### src/rtl/pin_port_pkg.sv
`default_nettype none
package pin_port_pkg;
	// Register location in configuration space (byte address)
	localparam logic [7:0] PIN_PORT_OFFSET = 8'hE8;
	localparam logic [31:0] PIN_PORT_RESET = 32'h0000_0000;
	// Status and output data field positions
	localparam int VOL_DOWN_STATUS_BIT = 0;
	localparam int VOL_UP_STATUS_BIT = 1;
	localparam int SHARED_PIN_STATUS_BIT = 2;
	localparam int SECOND_PIN_STATUS_BIT = 3;
	localparam int SECONDARY_IRQ_BIT = 4;
	localparam int PRIMARY_IRQ_BIT = 5;
	localparam int SHARED_OUT_DATA_BIT = 10;
	localparam int SECOND_OUT_DATA_BIT = 11;
	// Control nibbles: base bit of each 4-bit group (source/dir, pol, sticky, wake)
	localparam int VOL_DOWN_CTL_BASE = 16;
	localparam int VOL_UP_CTL_BASE = 20;
	localparam int SHARED_CTL_BASE = 24;
	localparam int SECOND_CTL_BASE = 28;
	// Pin-input synchroniser depth
	localparam int SYNC_STAGES = 3;

	// One 4-bit control group per pin
	typedef struct packed {
		logic wake;
		logic sticky;
		logic polarity;
		logic low_bit;
	} pin_ctl_t;

	// Configuration cycle request
	typedef struct packed {
		logic rd;
		logic wr;
		logic [7:0] addr;
		logic [3:0] be;
		logic [31:0] wdata;
	} cfg_req_t;

	// Synchronised pin samples
	typedef struct packed {
		logic vol_down;
		logic vol_up;
		logic shared_pin;
		logic second_pin;
		logic sec_irq;
		logic pri_irq;
	} pin_in_t;
endpackage
`default_nettype wire

### src/rtl/volume_and_gpio_pin_port.sv
// Functional notes
// - Sticky volume-down latches on active edge
// - Level volume-down shows qualified pin
// - Sticky volume-up latches, cleared by zero
// - Level volume-up follows qualified pin
// - Polarity bit: zero low, one high
// - Shared output pin status reads pin level
// - Shared input sticky or level status
// - Second output pin status reads pin
// - Second input sticky or level status
// - Secondary codec irq copy, local clear
// - Primary codec irq copy, local clear
// - Shared pin driven from its data bit
// - Second pin driven from its data bit
// - Shared enable resets zero, blocked by serial
// - Second enable resets zero, drives buffer
// - Shared polarity or drive type select
// - Second polarity or drive type select
// - Volume-down source or pull-up select
// - Volume-up source or pull-up select
// - Volume wake only in sticky mode
// - GPIO wake sticky, shared not serial
// - Serial enable resets zero, claims pin
`timescale 1ns/1ps
`default_nettype none
module volume_and_gpio_pin_port
	import pin_port_pkg::*;
(
	input wire logic ref_clk,
	input wire logic rst_b,
	// Configuration cycle port
	input wire logic cfg_rd,
	input wire logic cfg_wr,
	input wire logic [7:0] cfg_addr,
	input wire logic [3:0] cfg_be,
	input wire logic [31:0] cfg_wdata,
	output logic [31:0] cfg_rdata,
	output logic cfg_rvalid,
	// Write protect from the configuration block: high allows writes
	input wire logic cfg_write_open,
	// Secondary serial input claim of the shared pin
	input wire logic secondary_input_enable,
	// Hardware volume control enable and its change pulses
	input wire logic hw_volume_enable,
	input wire logic vol_down_change_pulse,
	input wire logic vol_up_change_pulse,
	// Codec slot-12 interrupt flags, same clock domain
	input wire logic pri_codec_pin_interrupt,
	input wire logic sec_codec_pin_interrupt,
	// Pins
	input wire logic volume_down_pin,
	input wire logic volume_up_pin,
	input wire logic shared_serial_in_pin_i,
	output logic shared_serial_in_pin_o,
	output logic shared_serial_in_pin_oe,
	input wire logic second_general_pin_i,
	output logic second_general_pin_o,
	output logic second_general_pin_oe,
	// Pull-up enables for the volume pins
	output logic vol_down_pullup_en,
	output logic vol_up_pullup_en,
	// Wake event request toward power management
	output logic power_wake_event
);
	// Whole module state
	typedef struct packed {
		logic [SYNC_STAGES-1:0] s_vdn;
		logic [SYNC_STAGES-1:0] s_vup;
		logic [SYNC_STAGES-1:0] s_sh;
		logic [SYNC_STAGES-1:0] s_sec;
		pin_in_t prev;            // Previous qualified levels for edge detect
		// Last accepted pin levels, order {second, shared, up, down}
		logic [3:0] steady;
		logic [5:0] sticky;       // Latched status bits 0..5
		pin_ctl_t vdn_ctl;
		pin_ctl_t vup_ctl;
		pin_ctl_t sh_ctl;
		pin_ctl_t sec_ctl;
		logic sh_data;
		logic sec_data;
		logic [31:0] rdata;
		logic rvalid;
		logic sh_o;
		logic sh_oe;
		logic sec_o;
		logic sec_oe;
		logic vdn_pu;
		logic vup_pu;
		logic wake;
	} state_t;

	state_t st_q;
	state_t st_d;

	// Stable level: second and third synchroniser stages agree, else hold
	function automatic logic settled(input logic [SYNC_STAGES-1:0] s, input logic hold);
		settled = (s[SYNC_STAGES-1] == s[SYNC_STAGES-2]) ? s[SYNC_STAGES-1] : hold;
	endfunction

	// Polarity qualification: a clear polarity bit means the pin is active low,
	// so the level is inverted before edge detect and level status.
	// Used for all four pins, hence one shared helper
	function automatic logic qualify(input logic raw, input logic pol);
		qualify = raw ^ ~pol;
	endfunction

	// Sticky update: set wins over a clearing zero write; one holds
	function automatic logic sticky_next(input logic cur, input logic set,
		input logic wr, input logic wbit);
		sticky_next = set | (cur & ~(wr & ~wbit));
	endfunction

	// Working values
	// Combinational scratch, all given a value on every pass
	logic wr_hit;
	logic rd_hit;
	logic vdn_raw;
	logic vup_raw;
	logic sh_raw;
	logic sec_raw;
	pin_in_t lvl;
	pin_in_t rise;
	logic sh_is_out;
	logic sec_is_out;
	logic [5:0] stat;
	logic [31:0] word;
	logic [31:0] nw;
	logic held_vdn;
	logic held_vup;
	logic held_sh;
	logic held_sec;

	// Next-state logic
	always_comb
	begin
		st_d = st_q;
		// Write protect and address both gate a write; reads are never blocked
		wr_hit = cfg_wr && cfg_write_open && (cfg_addr == PIN_PORT_OFFSET);
		rd_hit = cfg_rd && (cfg_addr == PIN_PORT_OFFSET);
		// synchroniser shift
		// Three flops per pin; only the shift itself reads the first stage
		st_d.s_vdn = {st_q.s_vdn[SYNC_STAGES-2:0], volume_down_pin};
		st_d.s_vup = {st_q.s_vup[SYNC_STAGES-2:0], volume_up_pin};
		st_d.s_sh = {st_q.s_sh[SYNC_STAGES-2:0], shared_serial_in_pin_i};
		st_d.s_sec = {st_q.s_sec[SYNC_STAGES-2:0], second_general_pin_i};
		// Held levels are the last accepted ones, so a stage pair that still
		// disagrees cannot pass a half-resolved sample on to edge detect
		held_vdn = st_q.steady[0];
		held_vup = st_q.steady[1];
		held_sh = st_q.steady[2];
		held_sec = st_q.steady[3];
		vdn_raw = settled(st_q.s_vdn, held_vdn);
		vup_raw = settled(st_q.s_vup, held_vup);
		sh_raw = settled(st_q.s_sh, held_sh);
		sec_raw = settled(st_q.s_sec, held_sec);
		// Remember the accepted levels before any pulse source replaces them
		st_d.steady = {sec_raw, sh_raw, vup_raw, vdn_raw};
		// volume-down source under hardware volume control
		if (hw_volume_enable && st_q.vdn_ctl.low_bit)
			vdn_raw = vol_down_change_pulse;
		// volume-up source under hardware volume control
		if (hw_volume_enable && st_q.vup_ctl.low_bit)
			vup_raw = vol_up_change_pulse;
		sh_is_out = st_q.sh_ctl.low_bit && !secondary_input_enable;
		sec_is_out = st_q.sec_ctl.low_bit;
		// polarity qualification, zero means active low
		lvl.vol_down = qualify(vdn_raw, st_q.vdn_ctl.polarity);
		lvl.vol_up = qualify(vup_raw, st_q.vup_ctl.polarity);
		// shared polarity applies while input; as an output the same
		// bit picks the drive type and the status reads the pin instead
		lvl.shared_pin = qualify(sh_raw, st_q.sh_ctl.polarity);
		lvl.second_pin = qualify(sec_raw, st_q.sec_ctl.polarity);
		lvl.sec_irq = sec_codec_pin_interrupt;
		lvl.pri_irq = pri_codec_pin_interrupt;
		rise = lvl & ~st_q.prev;
		st_d.prev = lvl;
		// Gate edges that must not latch: only sticky inputs keep an edge, and
		// an output pin never latches its own drive back as an input event
		// volume edges count in sticky mode only
		rise.vol_down = rise.vol_down & st_q.vdn_ctl.sticky;
		rise.vol_up = rise.vol_up & st_q.vup_ctl.sticky;
		// shared edges are dropped while the serial input owns it
		rise.shared_pin = rise.shared_pin & st_q.sh_ctl.sticky & ~sh_is_out
			& ~secondary_input_enable;
		// second pin edges count only while it is an input
		rise.second_pin = rise.second_pin & st_q.sec_ctl.sticky & ~sec_is_out;
		st_d.sticky[VOL_DOWN_STATUS_BIT] = sticky_next(st_q.sticky[VOL_DOWN_STATUS_BIT],
			rise.vol_down, wr_hit && cfg_be[0], cfg_wdata[VOL_DOWN_STATUS_BIT]);
		st_d.sticky[VOL_UP_STATUS_BIT] = sticky_next(st_q.sticky[VOL_UP_STATUS_BIT],
			rise.vol_up, wr_hit && cfg_be[0], cfg_wdata[VOL_UP_STATUS_BIT]);
		st_d.sticky[SHARED_PIN_STATUS_BIT] = sticky_next(st_q.sticky[SHARED_PIN_STATUS_BIT],
			rise.shared_pin, wr_hit && cfg_be[0], cfg_wdata[SHARED_PIN_STATUS_BIT]);
		st_d.sticky[SECOND_PIN_STATUS_BIT] = sticky_next(st_q.sticky[SECOND_PIN_STATUS_BIT],
			rise.second_pin, wr_hit && cfg_be[0], cfg_wdata[SECOND_PIN_STATUS_BIT]);
		// codec copies; codec source is cleared by software elsewhere
		st_d.sticky[SECONDARY_IRQ_BIT] = sticky_next(st_q.sticky[SECONDARY_IRQ_BIT],
			rise.sec_irq, wr_hit && cfg_be[0], cfg_wdata[SECONDARY_IRQ_BIT]);
		st_d.sticky[PRIMARY_IRQ_BIT] = sticky_next(st_q.sticky[PRIMARY_IRQ_BIT],
			rise.pri_irq, wr_hit && cfg_be[0], cfg_wdata[PRIMARY_IRQ_BIT]);
		// Control writes, byte enables respected
		// A write with only byte zero enabled clears the status bits written as zero and leaves control alone
		nw = cfg_wdata;
		if (wr_hit && cfg_be[1])
		begin
			// Byte one holds both output data bits
			st_d.sh_data = nw[SHARED_OUT_DATA_BIT];
			st_d.sec_data = nw[SECOND_OUT_DATA_BIT];
		end
		if (wr_hit && cfg_be[2])
		begin
			// Byte two holds the two volume control groups
			st_d.vdn_ctl = nw[VOL_DOWN_CTL_BASE +: 4];
			st_d.vup_ctl = nw[VOL_UP_CTL_BASE +: 4];
		end
		if (wr_hit && cfg_be[3])
		begin
			// Byte three holds the two general pin control groups
			st_d.sh_ctl = nw[SHARED_CTL_BASE +: 4];
			st_d.sec_ctl = nw[SECOND_CTL_BASE +: 4];
		end
		// level mode shows qualified pin; outputs read pin
		// Sticky copies are the default; level and output cases override them
		stat = st_q.sticky;
		if (!st_q.vdn_ctl.sticky)
			stat[VOL_DOWN_STATUS_BIT] = lvl.vol_down;
		if (!st_q.vup_ctl.sticky)
			stat[VOL_UP_STATUS_BIT] = lvl.vol_up;
		if (sh_is_out)
			stat[SHARED_PIN_STATUS_BIT] = sh_raw;
		else if (!st_q.sh_ctl.sticky)
			stat[SHARED_PIN_STATUS_BIT] = lvl.shared_pin;
		if (sec_is_out)
			stat[SECOND_PIN_STATUS_BIT] = sec_raw;
		else if (!st_q.sec_ctl.sticky)
			stat[SECOND_PIN_STATUS_BIT] = lvl.second_pin;
		// Read word assembly; reserved bits read zero
		// Control fields read back exactly as written
		word = 32'h0000_0000;
		word[5:0] = stat;
		word[SHARED_OUT_DATA_BIT] = st_q.sh_data;
		word[SECOND_OUT_DATA_BIT] = st_q.sec_data;
		word[VOL_DOWN_CTL_BASE +: 4] = st_q.vdn_ctl;
		word[VOL_UP_CTL_BASE +: 4] = st_q.vup_ctl;
		word[SHARED_CTL_BASE +: 4] = st_q.sh_ctl;
		word[SECOND_CTL_BASE +: 4] = st_q.sec_ctl;
		// Unmapped reads return zero, still answered; the data word is kept
		// until the next read so a slow master may pick it up late
		st_d.rvalid = cfg_rd;
		if (cfg_rd)
		begin
			// Answer word for this read
			st_d.rdata = rd_hit ? word : 32'h0000_0000;
		end
		// Open drain: the buffer turns off for a one and the pin floats to the
		// board level; the status then shows whatever the board holds
		// shared pin drive, blocked while serial owns it
		st_d.sh_o = st_d.sh_data;
		st_d.sh_oe = st_d.sh_ctl.low_bit && !secondary_input_enable
			&& !(st_d.sh_ctl.polarity && st_d.sh_data);
		// second pin drive, open drain releases on one
		st_d.sec_o = st_d.sec_data;
		st_d.sec_oe = st_d.sec_ctl.low_bit
			&& !(st_d.sec_ctl.polarity && st_d.sec_data);
		// pull-up enabled by zero when hardware volume is off
		// Under hardware volume control the pull-up is left to the board
		st_d.vdn_pu = !hw_volume_enable && !st_d.vdn_ctl.low_bit;
		st_d.vup_pu = !hw_volume_enable && !st_d.vup_ctl.low_bit;
		// wake from sticky inputs only
		// A one-cycle pulse in any cycle with a latching edge whose wake bit is set; the codec copies never wake from here
		st_d.wake = (rise.vol_down & st_q.vdn_ctl.wake)
			| (rise.vol_up & st_q.vup_ctl.wake)
			| (rise.shared_pin & st_q.sh_ctl.wake)
			| (rise.second_pin & st_q.sec_ctl.wake);
	end

	// State register; control resets to zero
	// Every output reads zero while reset is low, pull-ups included
	always_ff @(posedge ref_clk or negedge rst_b)
	begin
		if (!rst_b)
			st_q <= '0;
		else
			st_q <= st_d;
	end

	// Outputs straight from flip-flops
	// No logic sits between the state register and the pins, so nothing glitches
	assign cfg_rdata = st_q.rdata;
	assign cfg_rvalid = st_q.rvalid;
	assign shared_serial_in_pin_o = st_q.sh_o;
	assign shared_serial_in_pin_oe = st_q.sh_oe;
	assign second_general_pin_o = st_q.sec_o;
	assign second_general_pin_oe = st_q.sec_oe;
	assign vol_down_pullup_en = st_q.vdn_pu;
	assign vol_up_pullup_en = st_q.vup_pu;
	assign power_wake_event = st_q.wake;
endmodule
`default_nettype wire

### config.mk
export PLATFORM = sky130hd
export DESIGN_NAME = volume_and_gpio_pin_port
export DESIGN_NICKNAME = d
export VERILOG_FILES = /design/src/rtl/pin_port_pkg.sv /design/src/rtl/volume_and_gpio_pin_port.sv
export SDC_FILE = /design/constraint.sdc
export NUM_CORES = 1
export LEC_CHECK = 0
export BUFFER_PORTS_ARGS = -buffer_cell sky130_fd_sc_hd__buf_4
export CORE_ASPECT_RATIO = 0.9
export CORE_MARGIN = 1.5
export CORE_UTILIZATION = 45
export CTS_CLUSTER_DIAMETER = 120
export DETAILED_ROUTE_END_ITERATION = 8
export PLACE_DENSITY = 0.75
export SYNTH_ARGS = -nofsm -noshare
export SYNTH_HDL_FRONTEND = slang
export SYNTH_SLANG_ARGS = --single-unit
### constraint.sdc
create_clock -name ref_clk -period 1.4 [get_ports ref_clk]
set_clock_uncertainty 0.05 [all_clocks]
set_input_delay 0.07 -clock ref_clk [delete_from_list [all_inputs] [get_ports ref_clk]]
set_output_delay 0.07 -clock ref_clk [all_outputs]
set_load 0.01 [all_outputs]
======== After elaboration in Yosys (flattened, before gate mapping) ========
Index checks and enable logic that the tools add are counted.
operators by class
  eq/ne operators ......................... 5
  multiplexer cells ....................... 16
  bitwise gates (word level) .............. 57
  reductions and logical operators ........ 23
operators by type and width
  kind                count
  $mux 32             1
  $and 1x1->1         23
  $not 1->1           19
  $logic_and 1x1->1   17
  $mux 1              12
  $or 1x1->1          9
  $eq 8x8->1 const B  1
  $and 6x6->6         1
  $logic_not 1->1     6
  $mux 6              1
  $not 6->6           1
  $mux 5              1
  $eq 1x1->1          4
  $xor 1x1->1         4
  $mux 2              1
storage, ports and cells
  register bits after elaboration ......... 84
  input bits .............................. 59
  output and inout bits ................... 40
  logic and storage cells ................. 138

======== Longest topological paths before layout ========
  word-level depth ........................ 11
  depth in mapped cells ................... 6
  depth with buffers taken out ............ 5

======== Least setup slack after synthesis ========
No wires, ideal clock.
  kind .................................... input -> register
  start ................................... input port cfg_addr[1]
  end ..................................... register st_q (netlist bit shared_serial_in_pin_oe)
  data arrival time ....................... 1644 ps
  data required time ...................... 1263 ps
  path slack .............................. -380 ps
  stages .................................. 6
  path buffers ............................ 1
  cells stage by stage .................... or4b_4 > nor2_4 > and4_4 > buf_12 > mux2_2 > a211oi_2
RTL lines
  what                    line                             source
  start: declaration      volume_and_gpio_pin_port.sv:34   input wire logic [7:0] cfg_addr,
  end signal: assignment  volume_and_gpio_pin_port.sv:283  st_q <= st_d;
  end: declaration        volume_and_gpio_pin_port.sv:92   state_t st_q;

==> flow_summary.ini <==
[clock_tree]
root_buffer = clkbuf_8
cts_tree = built
cts_max_level = 3
ctsLongestPathBuffers = 2
numCtsBuffers = 9
path_clk_slew_ps = 80
cts_sinks = 76
clk_latency_ps = 350

[synthesis]
synthFlopType = dfrtp_1
async_reset_ff_share_pct = 100.0
ys_seq_area_share_pct = 62.58
synth_warnings = 0
synth-edff-count = 0
synth.avg_cell_area_um2 = 13.33
ys_ff_latch = 76
ys_types = 36
synth.cell_area_um2 = 3039
synth_cells = 228

[route]
vias_per_cell = 4.770
wl_per_cell_um = 15.24
wl_mm = 6.750
ant_nets = 0
vias = 2113
remaining_drc_errors = 0
drt_first_iter_violations = 116
drtPass1Iterations = 4

[run_status]
violations = negative setup slack
status = complete, but fails checks

[setup_path]
cp.required_ps = 1630
path_class = reg -> reg
critPathLaunchType = register
crit_chain = maj3_2 -> mux2i_4 -> xnor2_2 -> or3_1 -> nand4_1
slowest_stage = dfrtp_1
crit_arrival_ps = 1760
worst_path_largest_cell_delay_ps = 390
crit_path_max_fanout = 3
endpoint_kind = register
reg2reg_from = st_d[85]$_DFF_PN0_
worstSetupStartpoint = st_d[85]$_DFF_PN0_

[finish]
drive_gt1_share_pct = 44.48
final_cell_mix = buf_4, dfrtp_1, dlygate4sd3_1, a22o_1, nand2_1
final_cells = 443
post-route-util_pct = 67.05
layout_commonest_cell = buf_4
nets = 407
num_antenna_cells = 0
area_growth_syn_to_layout_pct = 44.54

[min_path]
min_path_type = in -> reg
min_from = vol_up_change_pulse

[global_routing]
grt_pass1_wl_mm = 10.38
overflow = 0
grt_pass1_vias = 2241
antenna_found_initial = 0
grtUsageTotal_pct = 19.58
grt_max_degree = 77

[sta]
max_freq_mhz = 653.7
rsz0062_at_grt = yes
slew_viol_final = 0
period_share_pct = 109.3
setup_viol = 11
setup_ws_ps = -129.7
min_period_ps = 1530
hold_viol = 0

[power_and_ir_drop]
vdd_ir_drop_max_mv = 0.5035
p_leak_nw = 2.180
power_density_nw_per_um2 = 1046

[placement]
place_hpwl_mm = 4.413
io_buffers = 82
gp_congestion = 0.7413
placed_cells = 386

[floorplanning]
die_y_um = 80.97
rows = 28
fp.dieW_um = 89.63
core_um2 = 6551
ioPinCount = 99
dieArea_um2 = 7256
start_util_pct = 46.39

[run]
maxCapViolations = 0
-- cells in the mapped netlist (2+ instances only) --
cell type / instances / area share, %
nor2_1: 3 / 0.37
a22o_1: 21 / 6.1
nand2_1: 13 / 1.6
buf_2: 2 / 0.33
nor3_1: 2 / 0.33
a21o_1: 2 / 0.49
nand3_1: 4 / 0.66
mux2i_1: 6 / 2.0
nand2b_1: 2 / 0.41
xnor2_1: 3 / 0.86
nand4_1: 3 / 0.62
mux2_2: 15 / 5.6
a21oi_1: 2 / 0.33
and2_1: 2 / 0.41
inv_1: 6 / 0.74
dfrtp_1: 76 / 63
o21ai_0: 12 / 2.0
maj3_1: 4 / 1.3
clkbuf_1: 2 / 0.25
buf_4: 32 / 7.9
-- cells by family after synthesis --
kind of cell    after synthesis  synth area share, %
compound gates               41                10.00
xor+xnor                      4                1.153
fa+ha+maj                     4                1.317
buf+inv                      44                10.00
flops                        76                62.58
mux                          21                7.534
other cells                   1               0.1234
simple gates                 37                7.287
-- what timing repair did --
item / CTS / global route
gates resized for setup: 7 / 16
hold endpoints to repair: 112 / 0
pin swaps: 9 / 10
hold buffers: 34 / 0
setup buffers: 8 / 0
setup endpoints to repair: 10 / 14
-- flip-flops by register name (all words and copies together) (netlist names) --
signal                   count
vol_down_pullup_en           1
shared_serial_in_pin_o       1
held_vup                     1
cfg_rdata                   24
second_general_pin_oe        1
shared_serial_in_pin_oe      1
second_general_pin_o         1
held_sec                     1
power_wake_event             1
cfg_rvalid                   1
st_d                         8
vol_up_pullup_en             1
sec_is_out                   1
held_sh                      1
st_q                        31
held_vdn                     1
-- cell type report --
| cell class | count | area (um2) |
|---|---|---|
| Clock inverter | 5 | 85.08 |
| Tap cell | 90 | 112.6 |
| Inverter | 7 | 26.28 |
| Multi-Input combinational cell | 115 | 969.7 |
| Fill cell | 502 | 2158 |
| Timing Repair Buffer | 139 | 1156 |
| Clock buffer | 11 | 141.4 |
| Sequential cell | 76 | 1902 |
-- power by group --
part           switching, mW  leakage (nW)  total, mW  internal (mW)
combinational          0.180          1.09      0.430          0.251
clock                  0.818         0.110       1.88           1.06
sequential            0.0318         0.977       2.29           2.26
total                   1.03          2.18       4.60           3.57
-- through the flow --
| step | instance area (um2) | setup TNS [ps] | total power, mW | setup WS, ps | hold WS, ps |
|---|---|---|---|---|---|
| 6_report | 4393 | -479.4 | 4.597 | -129.7 | 144.7 |
| 5_1_grt | 4393 | -1155 | 4.772 | -215.0 | 156.7 |
| 4_1_cts | 4328 | -483.3 | 4.619 | -124.8 | 147.7 |
| 3_5_place_dp | 3677 | -10180 | 2.653 | -487.8 | 71.13 |
| 3_3_place_gp | 3677 | -10200 | 2.642 | -459.8 | 64.70 |
| 2_1_floorplan | 3089 | -2340 | 2.439 | -299.7 | -275.6 |
-- critical path, delay by kind of cell, from the launching register on --
| family | cells | cell delay (ps) |
|---|---|---|
| xor+xnor | 1 | 110 |
| fa+ha+maj | 1 | 340 |
| flops | 1 | 390 |
| mux | 1 | 170 |
| simple gates | 2 | 390 |
-- path summary, 6_finish.rpt --
check,to,slack [ps],cells past startpoint
worst max-delay path,power_wake_event$_DFF_PN0_,-130,5
worst min-delay path,st_q[72]$_DFF_PN0_,140,4
worst max register to register,power_wake_event$_DFF_PN0_,-130,5
worst min register to register,st_d[79]$_DFF_PN0_,300,0
max in group asynchronous,held_vup$_DFF_PN0_,760,3
min in group asynchronous,st_q[43]$_DFF_PN0_,240,3
-- metal layers --
layer | routed length, um | part of all wire, % | up-vias | track usage, %
met1 | 2936 | 43 | 1038 | 25.00
met5 | 0 | 0 | - | 0
met2 | 3386 | 50 | 64 | 32.16
met4 | 93 | 1.4 | 0 | 7.846
met3 | 334 | 4.9 | 9 | 4.573
li1 | - | - | 1002 | -
Power figures use the tool's default switching activity.
